--- config.mk ---
export PLATFORM = sky130hd
export DESIGN_NAME = sbtt_top
export DESIGN_NICKNAME = d
export VERILOG_FILES = /design/src/design/sbtt_pkg.sv /design/src/design/sbtt_sync.sv /design/src/design/sbtt_serr.sv /design/src/design/sbtt_top.sv
export SDC_FILE = /design/constraint.sdc
export NUM_CORES = 1
export LEC_CHECK = 0
export BUFFER_PORTS_ARGS = -buffer_cell sky130_fd_sc_hd__buf_2
export CAP_MARGIN = 20
export CORE_MARGIN = 2
export CORE_UTILIZATION = 41
export DETAILED_ROUTE_END_ITERATION = 16
export GPL_ROUTABILITY_DRIVEN = 0
export PLACE_DENSITY = 0.67
export SLEW_MARGIN = 15
export SYNTH_ARGS = -nofsm -noshare
export SYNTH_HDL_FRONTEND = slang
export SYNTH_SLANG_ARGS = --single-unit
--- constraint.sdc ---
create_clock -name clk -period 1.8 [get_ports clk]
set_input_delay 0.54 -clock clk [delete_from_list [all_inputs] [get_ports clk]]
set_output_delay 0.54 -clock clk [all_outputs]
set_load 0.02 [all_outputs]
--- src/design/sbtt_pkg.sv ---
// Package for the secondary bus target termination block.
// Assumes a single 125 MHz secondary bus clock and synchronous reset.
package sbtt_pkg;

  // ***********************************************************************
  // Encodings and constants
  // ***********************************************************************
  localparam logic ASSERTED_L = 1'h0;
  localparam logic DEASSERTED_L = 1'h1;
  localparam logic [3:0] SERR_EVT_W = 4'h3;
  localparam logic [1:0] SYNC_ZERO = 2'h3;

  typedef enum logic [1:0] {
    SBTT_TERM_NONE,
    SBTT_TERM_RETRY,
    SBTT_TERM_ABORT,
    SBTT_TERM_DISC
  } sbtt_term_t;

  typedef enum logic [1:0] {
    SBTT_REQ_TRDY,
    SBTT_REQ_DISC_DATA,
    SBTT_REQ_DISC_NODATA,
    SBTT_REQ_ABORT
  } sbtt_req_t;

  // Open-drain or sustained tristate pin: out and enable.
  typedef struct packed {
    logic o;
    logic oe;
  } sbtt_pin_t;

  // Upstream delayed transaction error events, one-cycle pulses.
  typedef struct packed {
    logic dwr_discard;
    logic drd_discard;
    logic dly_timeout;
  } sbtt_evt_t;

  // Target-side request from the bridge core.
  typedef struct packed {
    logic active;
    logic is_write;
    logic ready;
    sbtt_req_t kind;
  } sbtt_treq_t;

endpackage : sbtt_pkg

--- src/design/sbtt_sync.sv ---
// Two-stage synchroniser for one bus pin level.
// Assumes the input may change at any time relative to clk.
module sbtt_sync (
  // Clock and reset
  input wire logic clk,
  input wire logic sys_rst,
  // Level
  input wire logic din,
  output logic dout
);
  import sbtt_pkg::*;

  typedef struct packed {
    logic [1:0] stage;
  } sbtt_sync_state_t;

  sbtt_sync_state_t state, next_state;

  always_comb begin
    next_state.stage = {state.stage[0], din};
    if (sys_rst) begin
      next_state.stage = SYNC_ZERO;
    end
  end

  always_ff @(posedge clk) begin
    state <= next_state;
  end

  assign dout = state.stage[1];

endmodule : sbtt_sync

--- src/design/sbtt_serr.sv ---
// System-error generator and forwarder for the secondary side.
// Assumes event pulses and enables come from logic on clk.
module sbtt_serr (
  // Clock and reset
  input wire logic clk,
  input wire logic sys_rst,
  // Events and configuration
  input wire sbtt_pkg::sbtt_evt_t evt,
  input wire logic [2:0] evt_en,
  input wire logic fwd_en,
  input wire logic serr_l_sync,
  // Outputs
  output sbtt_pkg::sbtt_pin_t s_serr,
  output logic p_serr_l
);
  import sbtt_pkg::*;

  typedef struct packed {
    logic [3:0] hold;
    logic p_out;
  } sbtt_serr_state_t;

  sbtt_serr_state_t state, next_state;
  logic fire;

  always_comb begin
    fire = |(evt & evt_en);
    next_state = state;
    if (fire) begin
      next_state.hold = SERR_EVT_W;
    end else if (state.hold != 4'h0) begin
      next_state.hold = state.hold - 4'h1;
    end
    next_state.p_out = !(fwd_en && serr_l_sync == ASSERTED_L);
    if (sys_rst) begin
      next_state.hold = 4'h0;
      next_state.p_out = DEASSERTED_L;
    end
  end

  always_ff @(posedge clk) begin
    state <= next_state;
  end

  // Open drain: drive low only while asserting.
  assign s_serr.o = ASSERTED_L;
  assign s_serr.oe = (state.hold != 4'h0);
  assign p_serr_l = state.p_out;
endmodule : sbtt_serr

--- src/design/sbtt_top.sv ---
// Secondary bus target termination logic of a bridge, target side.
// Assumes pins resolved by the bench, frame and irdy from the bus.
//
// Overview of operation
// System error on discarded upstream delayed requests
// System error on upstream delayed master timeout
// Only the addressed target drives stop
// Stop, trdy, devsel: disconnect with data
// Stop, devsel, no trdy: disconnect without data
// No data on first phase means retry
// Stop without devsel means target abort
// Stop driven high one cycle, then released
// Only the addressed target drives trdy
// Write trdy only when data can be accepted
// Read trdy only while read data valid
// Trdy held until data phase completes
// Trdy driven high one cycle, then released
// Sample system error, forward when enabled
// Active-low signals sampled on rising clock
module sbtt_top (
  // Clock and reset
  input wire logic clk,
  input wire logic sys_rst,
  // Bus pins from the secondary bus
  input wire logic s_frame_l,
  input wire logic s_irdy_l,
  input wire logic s_stop_l_in,
  input wire logic s_serr_l_in,
  // Bus pins driven by this target
  output sbtt_pkg::sbtt_pin_t s_stop,
  output sbtt_pkg::sbtt_pin_t s_trdy,
  output sbtt_pkg::sbtt_pin_t s_devsel,
  output sbtt_pkg::sbtt_pin_t s_serr,
  output logic p_serr_l,
  // Core side
  input wire sbtt_pkg::sbtt_treq_t treq,
  input wire logic rd_data_valid,
  input wire sbtt_pkg::sbtt_evt_t evt,
  input wire logic [2:0] serr_evt_en,
  input wire logic serr_fwd_en,
  output logic phase_done,
  output sbtt_pkg::sbtt_term_t term
);
  import sbtt_pkg::*;

  typedef enum logic [1:0] {
    SBTT_IDLE,
    SBTT_DATA,
    SBTT_TURN
  } sbtt_fsm_t;

  typedef struct packed {
    sbtt_fsm_t fsm;
    logic trdy;
    logic stop;
    logic devsel;
    logic first;
    logic done;
    sbtt_term_t term;
  } sbtt_state_t;

  sbtt_state_t state, next_state;
  logic frame_s, irdy_s, serr_s, stop_s;
  logic can_ready, xfer, ended;

  // ***********************************************************************
  // Pin synchronisers
  // ***********************************************************************
  sbtt_sync u_frame (.clk(clk), .sys_rst(sys_rst), .din(s_frame_l), .dout(frame_s));
  sbtt_sync u_irdy (.clk(clk), .sys_rst(sys_rst), .din(s_irdy_l), .dout(irdy_s));
  sbtt_sync u_serr (.clk(clk), .sys_rst(sys_rst), .din(s_serr_l_in), .dout(serr_s));
  sbtt_sync u_stop (.clk(clk), .sys_rst(sys_rst), .din(s_stop_l_in), .dout(stop_s));

  // ***********************************************************************
  // System error
  // ***********************************************************************
  sbtt_serr u_serr_gen (
    .clk(clk),
    .sys_rst(sys_rst),
    .evt(evt),
    .evt_en(serr_evt_en),
    .fwd_en(serr_fwd_en),
    .serr_l_sync(serr_s),
    .s_serr(s_serr),
    .p_serr_l(p_serr_l)
  );

  function automatic logic act(input logic lvl_l);
    act = (lvl_l == ASSERTED_L);
  endfunction : act

  // ***********************************************************************
  // Target state machine
  // ***********************************************************************
  always_comb begin
    next_state = state;
    next_state.done = 1'b0;
    // Write needs room, read needs valid data.
    can_ready = treq.ready && (treq.is_write || rd_data_valid);
    xfer = state.trdy && act(irdy_s);
    ended = (state.stop || state.trdy) && act(irdy_s);
    case (state.fsm)
      SBTT_IDLE: begin
        next_state.trdy = 1'b0;
        next_state.stop = 1'b0;
        if (treq.active) begin
          next_state.fsm = SBTT_DATA;
          next_state.first = 1'b1;
          next_state.term = SBTT_TERM_NONE;
          next_state.devsel = (treq.kind != SBTT_REQ_ABORT);
          next_state.stop = (treq.kind == SBTT_REQ_ABORT);
        end
      end
      SBTT_DATA: begin
        if (ended) begin
          next_state.done = 1'b1;
          if (state.stop && !state.devsel) begin
            next_state.term = SBTT_TERM_ABORT;
          end else if (state.stop && !state.trdy) begin
            next_state.term = state.first ? SBTT_TERM_RETRY : SBTT_TERM_DISC;
          end else if (state.stop) begin
            next_state.term = SBTT_TERM_DISC;
          end
          if (xfer) begin
            next_state.first = 1'b0;
          end
          if (state.stop || act(frame_s) == 1'b0) begin
            next_state.fsm = SBTT_TURN;
            next_state.trdy = 1'b0;
            next_state.stop = 1'b0;
            next_state.devsel = 1'b0;
          end else begin
            next_state.trdy = 1'b0;
          end
        end else if (state.trdy) begin
          next_state.trdy = 1'b1;
        end else if (state.stop) begin
          next_state.stop = 1'b1;
        end else if (treq.kind == SBTT_REQ_DISC_NODATA) begin
          next_state.stop = 1'b1;
        end else if (can_ready) begin
          next_state.trdy = 1'b1;
          next_state.stop = (treq.kind == SBTT_REQ_DISC_DATA);
        end
      end
      SBTT_TURN: begin
        // One cycle of driven-high, then release.
        next_state.fsm = SBTT_IDLE;
      end
      default: begin
        next_state.fsm = SBTT_IDLE;
      end
    endcase
    if (sys_rst) begin
      next_state.fsm = SBTT_IDLE;
      next_state.trdy = 1'b0;
      next_state.stop = 1'b0;
      next_state.devsel = 1'b0;
      next_state.first = 1'b0;
      next_state.done = 1'b0;
      next_state.term = SBTT_TERM_NONE;
    end
  end

  always_ff @(posedge clk) begin
    state <= next_state;
  end

  // ***********************************************************************
  // Pin drive
  // ***********************************************************************
  logic drive;
  assign drive = (state.fsm != SBTT_IDLE);
  assign s_stop.o = state.stop ? ASSERTED_L : DEASSERTED_L;
  assign s_stop.oe = drive;
  assign s_trdy.o = state.trdy ? ASSERTED_L : DEASSERTED_L;
  assign s_trdy.oe = drive;
  assign s_devsel.o = state.devsel ? ASSERTED_L : DEASSERTED_L;
  assign s_devsel.oe = drive;
  assign phase_done = state.done;
  assign term = state.term;
endmodule : sbtt_top

==> impl_metrics.env <==
export IMPL_status="finished, violations left"
export IMPL_violations="setup timing"
export IMPL_dr_first_iter_drc_count=18
export IMPL_yosys_top_cells_area="dfxtp_1, buf_4, nor2_1"
export IMPL_cp_max_fo=2
export IMPL_grt_pass1_wl_mm=3.19
export IMPL_cts_tree="done"
export IMPL_final_area_um2=1160
export IMPL_synthesis_instances=102
export IMPL_drv_cap=0
export IMPL_fillCellCount=227
export IMPL_hpwl_mm=1.31
export IMPL_max_slew_worst_pin_slew_ns=0.545
export IMPL_nNetsFinal=150
export IMPL_peakVddDrop_uv=500
export IMPL_antenna_found_initial=0
export IMPL_crit_path_start_kind="flip-flop"
export IMPL_grt_pass1_vias=768
export IMPL_cts_sinks=20
export IMPL_vias=785
export IMPL_fmax_mhz=534
export IMPL_overflow=0
export IMPL_drive_gt1_share_pct=42.2
export IMPL_min_path_type="in2reg"
export IMPL_power_leakage_nw=0.480
export IMPL_holdBufCountCts=0
export IMPL_ys_types=38
export IMPL_drc=0
export IMPL_min_to="u_serr_gen.p_serr_l"
export IMPL_cp_end_kind="primary output"
export IMPL_required_ns=1.26
export IMPL_rr_endpoint="u_serr_gen.state[2]"
export IMPL_stdcell_count=156
export IMPL_totalWireLength_mm=1.86
export IMPL_diodes=0
export IMPL_crit_chain="inv_2 -> ha_4 -> or3b_4 -> buf_6"
export IMPL_postLayoutCoreUtil_pct=52.3
export IMPL_startpoint="u_serr_gen.state[2]"
export IMPL_finalHoldViolCount=0
export IMPL_ff2ff_setup_slack_ns=0.25
export IMPL_rr_startpoint="u_serr_gen.state[2]"
export IMPL_netlist_area_um2=962
export IMPL_pin_count=31
export IMPL_port_buffers=28
export IMPL_clk_pin_slew_ns=0.11
export IMPL_synth_area_per_cell_um2=9.43
export IMPL_placedInstanceArea_um2=1060
export IMPL_drv_slew=0
export IMPL_multi_input_area_um2=474
export IMPL_fin_crit_sh_pct=104
export IMPL_min_period_ns=1.87
export IMPL_regArea_um2=404
export IMPL_dp_cells=148
export IMPL_synth_top_area_cell="dfxtp_1"
export IMPL_setup_violations=1
export IMPL_slew_limit_headroom_pct=63.6
export IMPL_p_per_area_nw_per_um2=821
export IMPL_die_area_um2=2750
export IMPL_clk_latency_ns=0.29
export IMPL_syn_nets=123
export IMPL_cp_depth=4
export IMPL_ff2ff_path_depth=6
export IMPL_critical_path_slowest_cell="or3b_4"
export IMPL_criticalPathCategory="reg2out"
export IMPL_arrival_ns=1.33
export IMPL_row_count=17
export IMPL_fin_skew_ns=0.00368
export IMPL_syn2layout_area_growth_pct=20.2
export IMPL_ys_ff_latch=20
export IMPL_hold_start="serr_fwd_en"
export IMPL_rsz0062_at_grt="yes"
export IMPL_start_util_pct=43.5
export IMPL_cts_made_buffers=3
export IMPL_yosys_warnings=0
export IMPL_cts_root_buf="clkbuf_4"
export IMPL_grt_max_degree=21
export IMPL_grt_total_usage_pct=15.6
export IMPL_die_w_um=52.4
export IMPL_fin_ws_ns=-0.0740
export IMPL_clock_path_buffers=2
export IMPL_die_h_um=52.4
export IMPL_wire_per_inst_um=11.9
export IMPL_slowest_delay_ns=0.37
export IMPL_via_per_inst=5.03
export IMPL_critPathBufInv=2
export IMPL_yosysTopAreaCellShare_pct=41.6
export IMPL_hold_depth=2
export IMPL_ys_seq_area_share_pct=41.6
export IMPL_core_area_um2=2210
export IMPL_drtPass1Iterations=4
export IMPL_ant_nets=0
export IMPL_h_tree_depth=1
export IMPL_cp_top_family="simple AND/OR/NAND/NOR gates"
flip-flops by register name (all words and copies together), names as in the netlist:
name	cells
u_serr_gen.p_serr_l	1
state	6
u_frame.state	2
term	2
phase_done	1
u_serr_gen.state	4
u_serr.state	2
u_irdy.state	2
synthesized netlist by cell type, drive strengths merged:
| master | number |
|---|---|
| a2111oi | 2 |
| a211oi | 2 |
| a21o | 1 |
| a21oi | 5 |
| a221oi | 1 |
| a222oi | 1 |
| a311oi | 1 |
| buf | 9 |
| clkbuf | 2 |
| conb | 1 |
| dfxtp | 20 |
| ha | 2 |
| inv | 6 |
| mux2 | 1 |
| nand2 | 4 |
| nand2b | 4 |
| nand3b | 1 |
| nand4bb | 1 |
| nor2 | 12 |
| nor2b | 2 |
| nor3 | 2 |
| nor3b | 1 |
| nor4 | 1 |
| o21ai | 2 |
| o311a | 1 |
| o31ai | 1 |
| o32ai | 2 |
| or2 | 7 |
| or3b | 3 |
| or4 | 1 |
| xnor2 | 3 |
placed cells by master (no fill, tap or decap), types with 2 or more instances in the layout:
master | netlist | final
a211oi_1 | 2 | 2
a21oi_1 | 5 | 5
buf_2 | 1 | 27
buf_4 | 6 | 5
clkbuf_4 | 0 | 3
dfxtp_1 | 20 | 17
dfxtp_2 | 0 | 3
inv_1 | 6 | 4
inv_2 | 0 | 2
nand2_1 | 4 | 4
nand2b_1 | 3 | 3
nor2_1 | 12 | 12
nor2b_1 | 2 | 2
nor3_1 | 2 | 2
o21ai_1 | 2 | 2
or2_1 | 4 | 4
or2_2 | 3 | 3
or3b_4 | 1 | 2
xnor2_1 | 3 | 3
final cells by class:
type,count,area share (%)
Tap cell,28,3.03
Inverter,6,1.95
Clock buffer,4,3.14
Timing Repair Buffer,33,15.9
Multi-Input combinational cell,65,41.0
Sequential cell,20,35.0
stage by stage:
step	power (mW)	hold WS, ns	setup WS (ns)	setup TNS [ns]
after floorplan	0.628	0.383	0.259	0
after detailed placement	0.673	0.393	0.187	0
after global routing	1.01	0.399	-0.132	-0.132
after CTS	0.961	0.377	-0.0884	-0.0884
after global placement	0.665	0.385	0.205	0
final	0.950	0.391	-0.0740	-0.0740
layer usage:
| layer | track usage, % | vias to the layer above | part of all wire (%) |
|---|---|---|---|
| met1 | 17.8 | 365 | 46 |
| met4 | 5.13 | 0 | 0 |
| li1 | - | 396 | - |
| met2 | 28.1 | 24 | 48 |
| met3 | 3.71 | 0 | 6.0 |
| met5 | 0 | - | 0 |
repair_timing:
action	CTS	global route
buffers inserted	3	1
pin swaps	1	0
resized for setup	9	1
setup endpoints to repair	1	4
power by group:
part	internal, mW	leakage [nW]	total [mW]	switching (mW)
combinational	0.111	0.294	0.208	0.0978
sequential	0.468	0.165	0.489	0.0218
clock	0.123	0.0210	0.252	0.129
total	0.701	0.480	0.950	0.248
cell families after synthesis:
kind of cell	after synthesis	share of synthesized area [%]
AO/OA/AOI/OAI	19	16.4
adder cells (fa/ha/maj)	2	2.60
other	1	0.390
buffers and inverters	17	10.7
AND/OR/NAND/NOR	39	24.1
XOR/XNOR	3	2.73
multiplexers	1	1.56
flip-flops	20	41.6
worst max path at each step:
stage / slack, ns / end
6_report: -0.07 / s_serr[0]
3_5_place_dp: 0.19 / s_serr[0]
2_1_floorplan: 0.26 / s_serr[0]
4_1_cts: -0.09 / s_serr[0]
3_3_place_gp: 0.20 / s_serr[0]
5_1_grt: -0.13 / s_serr[0]
No activity file was read; power rests on OpenSTA's default activity.
